### src/core/ssm_pkg.sv
// Purpose: shared constants for the single-shot mirror register block
// Assumes: byte-wide register port, addresses as printed
// Notes:   mirror window 0xC0..0xCD aliases scattered primary registers
package ssm_pkg;
    localparam int          ADDR_W          = 8;
    localparam int          DATA_W          = 8;
    localparam int          NUM_REGS        = 256;
    // mirror window
    localparam logic [7:0]  MIR_BASE        = 8'hC0;
    localparam logic [7:0]  MIR_LAST        = 8'hCD;
    // mirror addresses, then primary addresses
    localparam logic [7:0]  ADR_RSVD_C0     = 8'hC0;
    localparam logic [7:0]  ADR_CAL_FLAGS   = 8'hC1;
    localparam logic [7:0]  ADR_RSVD_C2     = 8'hC2;
    localparam logic [7:0]  ADR_TRIGGER     = 8'hC3;
    localparam logic [7:0]  ADR_HOURS_HI    = 8'hC4;
    localparam logic [7:0]  ADR_HOURS_LO    = 8'hC5;
    localparam logic [7:0]  ADR_PRIM_C0     = 8'h80;
    localparam logic [7:0]  ADR_PRIM_C1     = 8'h81;
    localparam logic [7:0]  ADR_PRIM_C2     = 8'h92;
    localparam logic [7:0]  ADR_PRIM_C3     = 8'h93;
    localparam logic [7:0]  ADR_PRIM_C4     = 8'h88;
    localparam logic [7:0]  ADR_TARGET_LO   = 8'hB1;
    // calibration flag bits
    localparam int          CAL_BIT_FACTORY = 2;
    localparam int          CAL_BIT_BASE    = 3;
    localparam int          CAL_BIT_TARGET  = 4;
    localparam int          CAL_BIT_BACKGND = 5;
    localparam int          CAL_BIT_ZERO    = 6;
    localparam int          CAL_KINDS       = 5;
    localparam logic [7:0]  CAL_FLAG_MASK   = 8'h7C;
    localparam logic [7:0]  RESET_BYTE      = 8'h00;
    localparam logic [15:0] HOURS_RESET     = 16'h0000;
endpackage

### src/core/ssm_regs.sv
// Purpose: mirror window, calibration flags, single-shot trigger, hours counter
// Assumes: byte register port synchronous to clk_sys; read data one cycle later
// Notes:   other registers live in the shared byte store
//
// Behaviour
// - addresses 0xC0..0xCD reach the same storage as their scattered primaries
// - successful calibration sets its flag bit, bits 2 through 6
// - trigger write starts one measurement only in single measurement mode
// - sixteen-bit hours-since-baseline register, upper byte at 0xC4
`timescale 1ns/10ps
module ssm_regs
    import ssm_pkg::*;
#(
    parameter int AW = ssm_pkg::ADDR_W,
    parameter int DW = ssm_pkg::DATA_W
) (
    input  wire logic                          clk_sys,
    input  wire logic                          rst,
    input  wire logic                          reg_wr,
    input  wire logic                          reg_rd,
    input  wire logic [ssm_pkg::ADDR_W-1:0]    reg_addr,
    input  wire logic [ssm_pkg::DATA_W-1:0]    reg_wdata,
    output logic      [ssm_pkg::DATA_W-1:0]    reg_rdata,
    output logic                               reg_rvalid,
    input  wire logic                          single_mode,
    input  wire logic [ssm_pkg::CAL_KINDS-1:0] cal_done,
    input  wire logic                          hours_tick,
    output logic                               meas_start,
    output logic      [15:0]                   hours_value
);
    import ssm_pkg::*;

    // ********************************
    // address mapping
    // ********************************
    function automatic logic [7:0] map_addr(input logic [7:0] a);
        logic [7:0] r;
        r = a;
        unique case (a)
            8'hC0: r = ADR_PRIM_C0;
            8'hC1: r = ADR_PRIM_C1;
            8'hC2: r = ADR_PRIM_C2;
            8'hC3: r = ADR_PRIM_C3;
            default: begin
                if (a >= ADR_HOURS_HI && a <= MIR_LAST) begin
                    r = 8'(a - ADR_HOURS_HI + ADR_PRIM_C4);
                end
            end
        endcase
        return r;
    endfunction

    // primary address of each locally held byte
    localparam logic [7:0] P_FLAGS = ADR_PRIM_C1;
    localparam logic [7:0] P_TRIG  = ADR_PRIM_C3;
    localparam logic [7:0] P_HR_HI = ADR_PRIM_C4;
    localparam logic [7:0] P_HR_LO = 8'(ADR_PRIM_C4 + 8'h01);

    function automatic logic is_rsvd(input logic [7:0] a);
        return (a == ADR_RSVD_C0) || (a == ADR_RSVD_C2) ||
               (a == ADR_PRIM_C0) || (a == ADR_PRIM_C2);
    endfunction

    function automatic logic is_local(input logic [7:0] a);
        return (a == P_FLAGS) || (a == P_TRIG) ||
               (a == P_HR_HI) || (a == P_HR_LO);
    endfunction

    // ********************************
    // state
    // ********************************
    typedef struct packed {
        logic [7:0]  flags;
        logic [15:0] hours;
        logic        start;
        logic        rvalid;
        logic        rd_local;
        logic [7:0]  local_data;
    } ssm_state_t;

    ssm_state_t st_reg;
    ssm_state_t st_next;

    logic      [7:0] wr_map;
    logic      [7:0] rd_map;
    logic            store_wr;
    logic      [7:0] store_q;
    logic            wr_flags;
    logic            wr_trig;
    logic            wr_hr_hi;
    logic            wr_hr_lo;
    logic            rd_flags;
    logic            rd_hr_hi;
    logic            rd_hr_lo;
    wire logic [7:0] cal_set;

    // ********************************
    // register port decode
    // ********************************
    assign wr_map   = map_addr(reg_addr);
    assign rd_map   = map_addr(reg_addr);
    assign wr_flags = reg_wr && (wr_map == P_FLAGS);
    assign wr_trig  = reg_wr && (wr_map == P_TRIG);
    assign wr_hr_hi = reg_wr && (wr_map == P_HR_HI);
    assign wr_hr_lo = reg_wr && (wr_map == P_HR_LO);
    assign rd_flags = (rd_map == P_FLAGS);
    assign rd_hr_hi = (rd_map == P_HR_HI);
    assign rd_hr_lo = (rd_map == P_HR_LO);

    // local bytes and reserved bytes bypass the store
    assign store_wr = reg_wr && !is_rsvd(wr_map) && !is_local(wr_map);

    // ********************************
    // calibration flag set vector
    // ********************************
    for (genvar g = 0; g < 8; g++) begin : g_cal_set
        if (g >= CAL_BIT_FACTORY && g < CAL_BIT_FACTORY + CAL_KINDS) begin : g_kind
            assign cal_set[g] = cal_done[g - CAL_BIT_FACTORY];
        end else begin : g_none
            assign cal_set[g] = 1'b0;
        end
    end

    // ********************************
    // next state
    // ********************************
    always_comb begin
        st_next            = st_reg;
        st_next.start      = 1'b0;
        st_next.rvalid     = reg_rd;
        st_next.rd_local   = 1'b0;
        st_next.local_data = RESET_BYTE;
        // host write, then hardware set wins over clear
        if (wr_flags) begin
            st_next.flags = reg_wdata & CAL_FLAG_MASK;
        end
        st_next.flags = st_next.flags | cal_set;
        if (wr_trig && single_mode) begin
            st_next.start = 1'b1;
        end
        // tick first, so a byte write in the same cycle wins for its byte
        if (hours_tick) begin
            st_next.hours = 16'(st_reg.hours + 16'h0001);
        end
        if (wr_hr_hi) begin
            st_next.hours[15:8] = reg_wdata;
        end
        if (wr_hr_lo) begin
            st_next.hours[7:0] = reg_wdata;
        end
        if (reg_rd) begin
            st_next.rd_local = is_local(rd_map) || is_rsvd(rd_map);
            if (rd_flags) begin
                st_next.local_data = st_reg.flags;
            end else if (rd_hr_hi) begin
                st_next.local_data = st_reg.hours[15:8];
            end else if (rd_hr_lo) begin
                st_next.local_data = st_reg.hours[7:0];
            end else begin
                st_next.local_data = RESET_BYTE;
            end
        end
    end

    // ********************************
    // state register
    // ********************************
    always_ff @(posedge clk_sys or posedge rst) begin
        if (rst) begin
            st_reg <= '{flags: RESET_BYTE, hours: HOURS_RESET, start: 1'b0,
                        rvalid: 1'b0, rd_local: 1'b0, local_data: RESET_BYTE};
        end else begin
            st_reg <= st_next;
        end
    end

    // ********************************
    // backing store
    // ********************************
    ssm_store #(
        .AW (AW),
        .DW (DW)
    ) u_store (
        .clk_sys (clk_sys),
        .wr_en   (store_wr),
        .wr_addr (wr_map),
        .wr_data (reg_wdata),
        .rd_addr (rd_map),
        .rd_data (store_q)
    );

    // ********************************
    // outputs
    // ********************************
    assign reg_rdata   = !st_reg.rvalid ? RESET_BYTE :
                         (st_reg.rd_local ? st_reg.local_data : store_q);
    assign reg_rvalid  = st_reg.rvalid;
    assign meas_start  = st_reg.start;
    assign hours_value = st_reg.hours;
endmodule // ssm_regs

### src/core/ssm_store.sv
// Purpose: byte memory backing the read/write registers
// Assumes: one write port, one read port, registered read data
// Notes:   contents undefined until written
`timescale 1ns/10ps
module ssm_store #(
    parameter int AW = 8,
    parameter int DW = 8
) (
    input  wire logic          clk_sys,
    input  wire logic          wr_en,
    input  wire logic [AW-1:0] wr_addr,
    input  wire logic [DW-1:0] wr_data,
    input  wire logic [AW-1:0] rd_addr,
    output logic      [DW-1:0] rd_data
);
    logic [DW-1:0] mem [0:(1<<AW)-1];

    always_ff @(posedge clk_sys) begin
        if (wr_en) begin
            mem[wr_addr] <= wr_data;
        end
        rd_data <= mem[rd_addr];
    end
endmodule // ssm_store

### config.mk
export PLATFORM = sky130hd
export DESIGN_NAME = ssm_regs
export DESIGN_NICKNAME = d
export VERILOG_FILES = /design/src/core/ssm_pkg.sv /design/src/core/ssm_regs.sv /design/src/core/ssm_store.sv
export SDC_FILE = /design/constraint.sdc
export NUM_CORES = 2
export LEC_CHECK = 0
export ABC_AREA = 1
export BUFFER_PORTS_ARGS = -buffer_cell sky130_fd_sc_hd__buf_2
export CAP_MARGIN = 20
export CORE_MARGIN = 4
export CORE_UTILIZATION = 35
export CTS_CLUSTER_DIAMETER = 50
export DETAILED_ROUTE_END_ITERATION = 8
export PLACE_DENSITY_LB_ADDON = 0.3
export SLEW_MARGIN = 20
export SYNTH_ARGS = -nofsm -noshare
export SYNTH_HDL_FRONTEND = slang
export SYNTH_SLANG_ARGS = --single-unit
### constraint.sdc
create_clock -name clk_sys -period 1.8 [get_ports clk_sys]
set_input_delay 0.18 -clock clk_sys [delete_from_list [all_inputs] [get_ports clk_sys]]
set_output_delay 0.18 -clock clk_sys [all_outputs]
set_load 0.01 [all_outputs]
# After elaboration in Yosys (flattened, before gate mapping)
# Memory sizes are Yosys's and may differ from the RTL's. A register that Yosys moved wholly into a read port is not among the register bits.
# Cells that the tools add are included.
totals:
  memories: 1
  ramBits: 2048
  elab_cells: 60
  inputBits: 27
  reg_bits: 35
mem_list:
  columns: ["memory", "words", "width", "rd", "rd_clocked_by_memory_dff", "wr", "line", "text"]
  rows:
  - ["u_store.mem", 256, 8, 1, 1, 1, "ssm_store.sv:16", "logic [DW-1:0] mem [0:(1<<AW)-1];"]
classes:
  magnitude_cmp: 2
  muxes: 15
  eq_ne: 12
  addsub: 3
  bitwise_logic: 1
  reduce_logical: 19
ops:
  columns: ["cell", "n"]
  rows:
  - ["$eq A8 B8 Y1 const B", 12]
  - ["$mux W8", 9]
  - ["$pmux W8 S4", 1]
  - ["$add A16 B1 Y16 const B", 1]
  - ["$mux W16", 1]
  - ["$mux W9", 1]
  - ["$add A8 B8 Y8 const B", 1]
  - ["$ge A8 B8 Y1 const B", 1]
  - ["$le A8 B8 Y1 const B", 1]
  - ["$logic_and A1 B1 Y1", 8]
  - ["$or A8 B7 Y8", 1]
  - ["$sub A8 B8 Y8 const B", 1]
  - ["$logic_or A1 B1 Y1", 7]
  - ["$reduce_bool A2 Y1", 2]
  - ["$mux W1", 3]
  - ["$logic_not A1 Y1", 2]

# Depth between registers and ports, before layout
logic_depth:
  ltp_word: 13
  depth_mapped: 20
  depth_no_buf: 18

# By module
# A second synthesis with hierarchy kept.
unflattened:
  cells_unflattened: 7370
  area_unflattened_um2: 85941.2
modules_own_cells:
  columns: ["mod", "area_per_inst_um2", "cells_each", "instances"]
  rows:
  - ["ssm_store", 83396.2, 7003, 1]
  - ["ssm_regs", 2544.9, 367, 1]

# Least setup slack after synthesis
# OpenSTA, ideal clock, no wires.
synth_timing:
  kind: "input port to flip-flop"
  from: "input port reg_addr[2] in the netlist's numbering"
  to: "memory u_store.mem[8][0] (enable)"
  t_required_ns: 1.430
  path_buffers: 3
  path_stages: 14
  slack_ns: -1.003
  arrival_time_ns: 2.433
  path_cell_list: "inv_1 -> ha_1 -> nand3_2 -> buf_2 -> nand3_2 -> nand2_1 -> inv_1 -> nand3_2 -> a21oi_1 -> nor2_2 -> buf_4 -> nand4_1 -> buf_2 -> nor2_1"
synth_via:
  elab_chain_cells: 13
synth_lines:
  columns: ["item", "line", "text"]
  rows:
  - ["start: declaration", "ssm_regs.sv:21", "input wire logic [ssm_pkg::ADDR_W-1:0] reg_addr,"]
  - ["$sub A8 B8 Y8 (tied with other cells)", "ssm_regs.sv:46", "r = 8'(a - ADR_HOURS_HI + ADR_PRIM_C4);"]
  - ["$add A8 B8 Y8 / $logic_and A1 B1 Y1 (equally long branches)", "ssm_regs.sv:46, ssm_regs.sv:45", null]
  - ["$mux W8", "ssm_regs.sv:45", "if (a >= ADR_HOURS_HI && a <= MIR_LAST) begin"]
  - ["$pmux W8 S4 *", "ssm_regs.sv:39", "unique case (a)"]
  - ["$eq A8 B8 Y1", "ssm_regs.sv:60", "return (a == ADR_RSVD_C0) || (a == ADR_RSVD_C2) ||"]
  - ["$logic_or A1 B1 Y1 (2 in a row)", "ssm_regs.sv:60", null]
  - ["$logic_or A1 B1 Y1", "ssm_regs.sv:61", "(a == ADR_PRIM_C0) || (a == ADR_PRIM_C2);"]
  - ["$logic_not A1 Y1", "ssm_regs.sv:111", "assign store_wr = reg_wr && !is_rsvd(wr_map) && !is_local(wr_map);"]
  - ["$logic_and A1 B1 Y1 (2 in a row)", "ssm_regs.sv:111", null]
  - ["$mux W1", "ssm_store.sv:19", "if (wr_en) begin"]
  - ["$mux W1 (not written as such)", "ssm_store.sv:20", "mem[wr_addr] <= wr_data;"]
  - ["end: declaration", "ssm_store.sv:16", null]
# Every way passes the cells marked *; elsewhere a longest branch is shown, timed or not.

==> flow_results.xml <==
<?xml version="1.0" encoding="UTF-8"?>
<metrics>
  <group name="cells_and_area">
    <metric name="layout-area-overhead-vs-synth" unit="%">24.77</metric>
    <metric name="layout-drive-gt1-share" unit="%">19.49</metric>
    <metric name="largest_reg_flops" unit="">2048</metric>
    <metric name="finish.utilization" unit="%">44.00</metric>
    <metric name="nNetsFinal" unit="">7341</metric>
    <metric name="final_cell_count_no_fill" unit="">10640</metric>
    <metric name="finalInstanceArea" unit="um^2">102500</metric>
  </group>
  <group name="sta">
    <metric name="setup_violations" unit="">1930</metric>
    <metric name="finalWorstSetupSlack" unit="ps">-282.9</metric>
    <metric name="hold_viol_final" unit="">0</metric>
    <metric name="timing.final.crit_period" unit="ps">2083</metric>
    <metric name="fin_crit_sh" unit="%">115.7</metric>
    <metric name="achievable-frequency" unit="GHz">0.4801</metric>
    <metric name="grt_setup_unrepaired" unit="">true</metric>
    <metric name="worst_pin_slew" unit="ps">981.4</metric>
    <metric name="final_max_slew_viol_count" unit="">0</metric>
    <metric name="skew" unit="ps">41.32</metric>
    <metric name="timing.max_slew.rel_slack" unit="%">33.99</metric>
  </group>
  <group name="routing">
    <metric name="total_iterations_of_the_first_detailed_routing_run" unit="">6</metric>
    <metric name="routed_wire_length_per_instance" unit="um">23.87</metric>
    <metric name="viasPerCell" unit="">5.190</metric>
    <metric name="routed_wirelength" unit="mm">254.0</metric>
    <metric name="antenna_violating_nets_post_route" unit="">0</metric>
    <metric name="drc" unit="">0</metric>
    <metric name="initialDrtViolationCount" unit="">6251</metric>
    <metric name="detailroute.via_count" unit="">55230</metric>
  </group>
  <group name="synthesis">
    <metric name="post_synth_instance_area" unit="um^2">82160</metric>
    <metric name="synth_top_cell_area_share" unit="%">74.85</metric>
    <metric name="yosysTopAreaCell" unit="">edfxtp_1</metric>
    <metric name="ys_async_sr_fraction" unit="%">1.533</metric>
    <metric name="syn-instance-count" unit="">6474</metric>
    <metric name="synth.ff_latch_count" unit="">2088</metric>
    <metric name="synth_seq_area_share" unit="%">76.02</metric>
    <metric name="synth_flop_cell" unit="">edfxtp_1</metric>
    <metric name="synth.yosys.warnings" unit="">0</metric>
    <metric name="postSynthAreaPerCell" unit="um^2">12.69</metric>
    <metric name="synthTopCellsByArea" unit="">edfxtp_1 75%, nand2_1 11%, a22oi_1 3.4%</metric>
    <metric name="ys_types" unit="">38</metric>
    <metric name="synth-edff-count" unit="">2048</metric>
  </group>
  <group name="worst_setup_path">
    <metric name="critical_path_required" unit="ps">2450</metric>
    <metric name="kind_of_end_point_of_the_critical_path" unit="">register</metric>
    <metric name="timing_worst_setup_path_type" unit="">input pin to register</metric>
    <metric name="critPathMaxFanout" unit="">5</metric>
    <metric name="critical_path.startpoint_type" unit="">input pin</metric>
    <metric name="ff_to_ff_setup_slack" unit="ps">-90</metric>
    <metric name="critPathArrivalTime" unit="ps">2730</metric>
  </group>
  <group name="place">
    <metric name="io_buffers" unit="">52</metric>
    <metric name="hpwl_after_detailed_placement" unit="mm">161.2</metric>
    <metric name="detailed_place.area" unit="um^2">92850</metric>
    <metric name="dpl.cell_count" unit="">10150</metric>
    <metric name="post-place-ws" unit="ps">-1906</metric>
    <metric name="gp_congestion" unit="">0.9071</metric>
  </group>
  <group name="power">
    <metric name="switching_share" unit="%">23.47</metric>
    <metric name="p_leak" unit="nW">36.95</metric>
    <metric name="worst_ir_drop_vdd" unit="mV">0.9029</metric>
    <metric name="power_frac_clock" unit="%">43.2</metric>
    <metric name="power.switching" unit="mW">25.78</metric>
    <metric name="p_int" unit="mW">84.05</metric>
    <metric name="comb_power_share" unit="%">7.6</metric>
    <metric name="pwr_density_cell" unit="nW/um^2">1071</metric>
    <metric name="relative_contribution_of_sequential_cells_to_total_power" unit="%">49.2</metric>
  </group>
  <group name="clock_network">
    <metric name="cts.root.buffer_cell" unit="">clkbuf_16</metric>
    <metric name="numCtsBuffers" unit="">226</metric>
    <metric name="cts_max_path_buffers" unit="">3</metric>
    <metric name="tritoncts" unit="">yes</metric>
    <metric name="ctsHtreeMaxLevel" unit="">4</metric>
    <metric name="worst_setup_hold_path_clk_slew" unit="ps">60</metric>
    <metric name="clock_latency" unit="ps">860</metric>
    <metric name="clock-sinks" unit="">2088</metric>
  </group>
  <group name="grt">
    <metric name="grt_start_max_net_pins" unit="">93</metric>
    <metric name="vias_in_the_first_global_route" unit="">54330</metric>
    <metric name="grt_pass1_wl" unit="mm">371.1</metric>
    <metric name="total_global_routing_track_utilization" unit="%">20.47</metric>
    <metric name="overflow" unit="">0</metric>
    <metric name="grt_antenna_before_repair" unit="">9</metric>
  </group>
  <group name="floorplanning">
    <metric name="floorplan.core_area" unit="um^2">233000</metric>
    <metric name="effective_utilization_at_floorplan" unit="%">35.26</metric>
    <metric name="die_height" unit="um">492.5</metric>
    <metric name="row_count" unit="">177</metric>
    <metric name="die_w" unit="um">492.5</metric>
    <metric name="io-pin-count" unit="">53</metric>
    <metric name="fp.dieArea" unit="um^2">242600</metric>
  </group>
  <group name="job">
    <metric name="cap_viol_max_count" unit="">0</metric>
  </group>
  <group name="run_status">
    <metric name="failed_checks" unit="">negative setup slack</metric>
    <metric name="run_status" unit="">finished, violations left</metric>
  </group>
  <group name="hold_path">
    <metric name="worst_hold_path_type" unit="">input pin to register</metric>
  </group>
</metrics>
## final timing paths
| check | start | end | cells after the start |
|---|---|---|---|
| max | reg_addr[3] | st_reg[8]$_DFF_PP0_ | 17 |
| min | cal_done[1] | st_reg[30]$_DFF_PP0_ | 4 |
| max reg2reg | u_store.mem[163][5]$_DFFE_PP_ | u_store.rd_data[5]$_DFF_P_ | 11 |
| min reg2reg | st_reg[30]$_DFF_PP0_ | st_reg[30]$_DFF_PP0_ | 2 |
| max in group asynchronous | rst | hours_value[2]$_DFFE_PP0P_ | 5 |
| min in group asynchronous | rst | st_reg[4]$_DFF_PP0_ | 5 |
## cells by family after synthesis
family / Yosys count / share of synthesized area [%]
buf+inv: 446 / 2.226
fa+ha+maj: 5 / 0.07615
simple gates: 3330 / 16.75
xor+xnor: 12 / 0.1279
flops: 2088 / 76.02
compound gates: 592 / 4.786
other cells: 1 / 0.004564
## cells in the final DEF (no fill, tap or decap), types with 8 or more instances in the layout
cell	netlist	layout
nand2_1	2450	2399
buf_12	0	133
bufinv_16	0	28
inv_1	59	51
nor2_4	1	59
nand4_1	248	248
nor2_1	323	229
nand3_1	269	264
clkinv_2	0	36
buf_2	64	41
clkbuf_1	269	35
o21ai_1	7	14
inv_6	0	14
xor2_1	8	8
nor2_2	9	45
dfrtp_1	32	30
buf_6	1	81
edfxtp_1	2048	2048
nand4_4	9	9
inv_2	9	10
clkinv_1	4	49
o21ai_0	101	89
dlygate4sd3_1	0	21
a21oi_1	98	94
nand2_2	4	46
buf_4	18	614
buf_8	0	14
clkinvlp_4	0	10
o211ai_1	8	8
clkbuf_16	0	230
conb_1	1	64
nand2_4	3	11
a22oi_1	374	370
## critical path, cell delays in order
cell and delay, ps:
buf_12 100, inv_4 40, ha_1 160, nand2_1 80, nand3_2 110, nand2_4 150
inv_2 50, nand2_2 70, nand3_4 90, buf_6 160, nor2_8 140, nand2_4 70
a21oi_4 190, nor2_4 80, buf_6 140, buf_4 140, a21boi_0 770
## synth_stat cells (2+ instances only)
| cell | instances |
|---|---|
| nand2_1 | 2450 |
| edfxtp_1 | 2048 |
| a22oi_1 | 374 |
| nor2_1 | 323 |
| clkbuf_1 | 269 |
| nand3_1 | 269 |
| nand4_1 | 248 |
| o21ai_0 | 101 |
| a21oi_1 | 98 |
| buf_2 | 64 |
| inv_1 | 59 |
| dfrtp_1 | 32 |
| buf_1 | 22 |
| buf_4 | 18 |
| inv_2 | 9 |
| nand4_4 | 9 |
| nor2_2 | 9 |
| dfxtp_1 | 8 |
| o211ai_1 | 8 |
| xor2_1 | 8 |
| o21ai_1 | 7 |
| ha_1 | 5 |
| nand3_2 | 5 |
| clkinv_1 | 4 |
| nand2_2 | 4 |
| nor3_1 | 4 |
| xnor2_1 | 4 |
| nand2_4 | 3 |
| a221oi_1 | 2 |
| nor2_8 | 2 |
## area by class of cell
type / count / area, um^2
diodes: 7 / 17.52
repair buffers: 917 / 9190
inverters: 72 / 295.3
multi-input cells: 4003 / 18980
flip-flops and latches: 2088 / 62470
repair inverters: 1 / 6.256
clock inverters: 157 / 1759
well taps: 3132 / 3919
clock buffers: 265 / 5876
fillers: 21220 / 130500
## per-stage QoR
stage               setup TNS, ps  hold slack (ps)  power, mW
floorplan                -1711500            211.4      58.41
global placement         -2365880            284.5      62.90
detailed placement       -2339530            296.5      62.96
CTS                       -163880            14.25      110.4
global route              -348240            59.63      113.2
finish                    -255750            94.56      109.8
## timing repair
| action | CTS | global route |
|---|---|---|
| hold buffers | 21 | 0 |
| pin swaps | 41 | 9 |
| cloned | 9 | 0 |
| gates resized for setup | 256 | 108 |
| setup buffers | 24 | 14 |
| setup endpoints to repair | 2022 | 2026 |
| endpoints found under the hold margin | 1541 | 0 |
## routing by layer
metal,global-route usage [%],part of all wire [%],up-vias
met5,0,0.0051,-
met2,32.65,47,2463
li1,-,-,24810
met1,28.36,42,27520
met4,6.929,3.5,2
met3,3.648,8.2,441
## power by group through the flow
stage / clock network, mW / logic (mW) / registers, mW
2_1_floorplan: 0 / 3.46 / 54.9
3_3_place_gp: 0 / 7.88 / 55.0
3_5_place_dp: 0 / 7.92 / 55.0
4_1_cts: 48.1 / 8.33 / 54.0
5_1_grt: 50.2 / 8.98 / 54.0
6_report: 47.4 / 8.39 / 54.0
(Power assumes the default switching activity.)
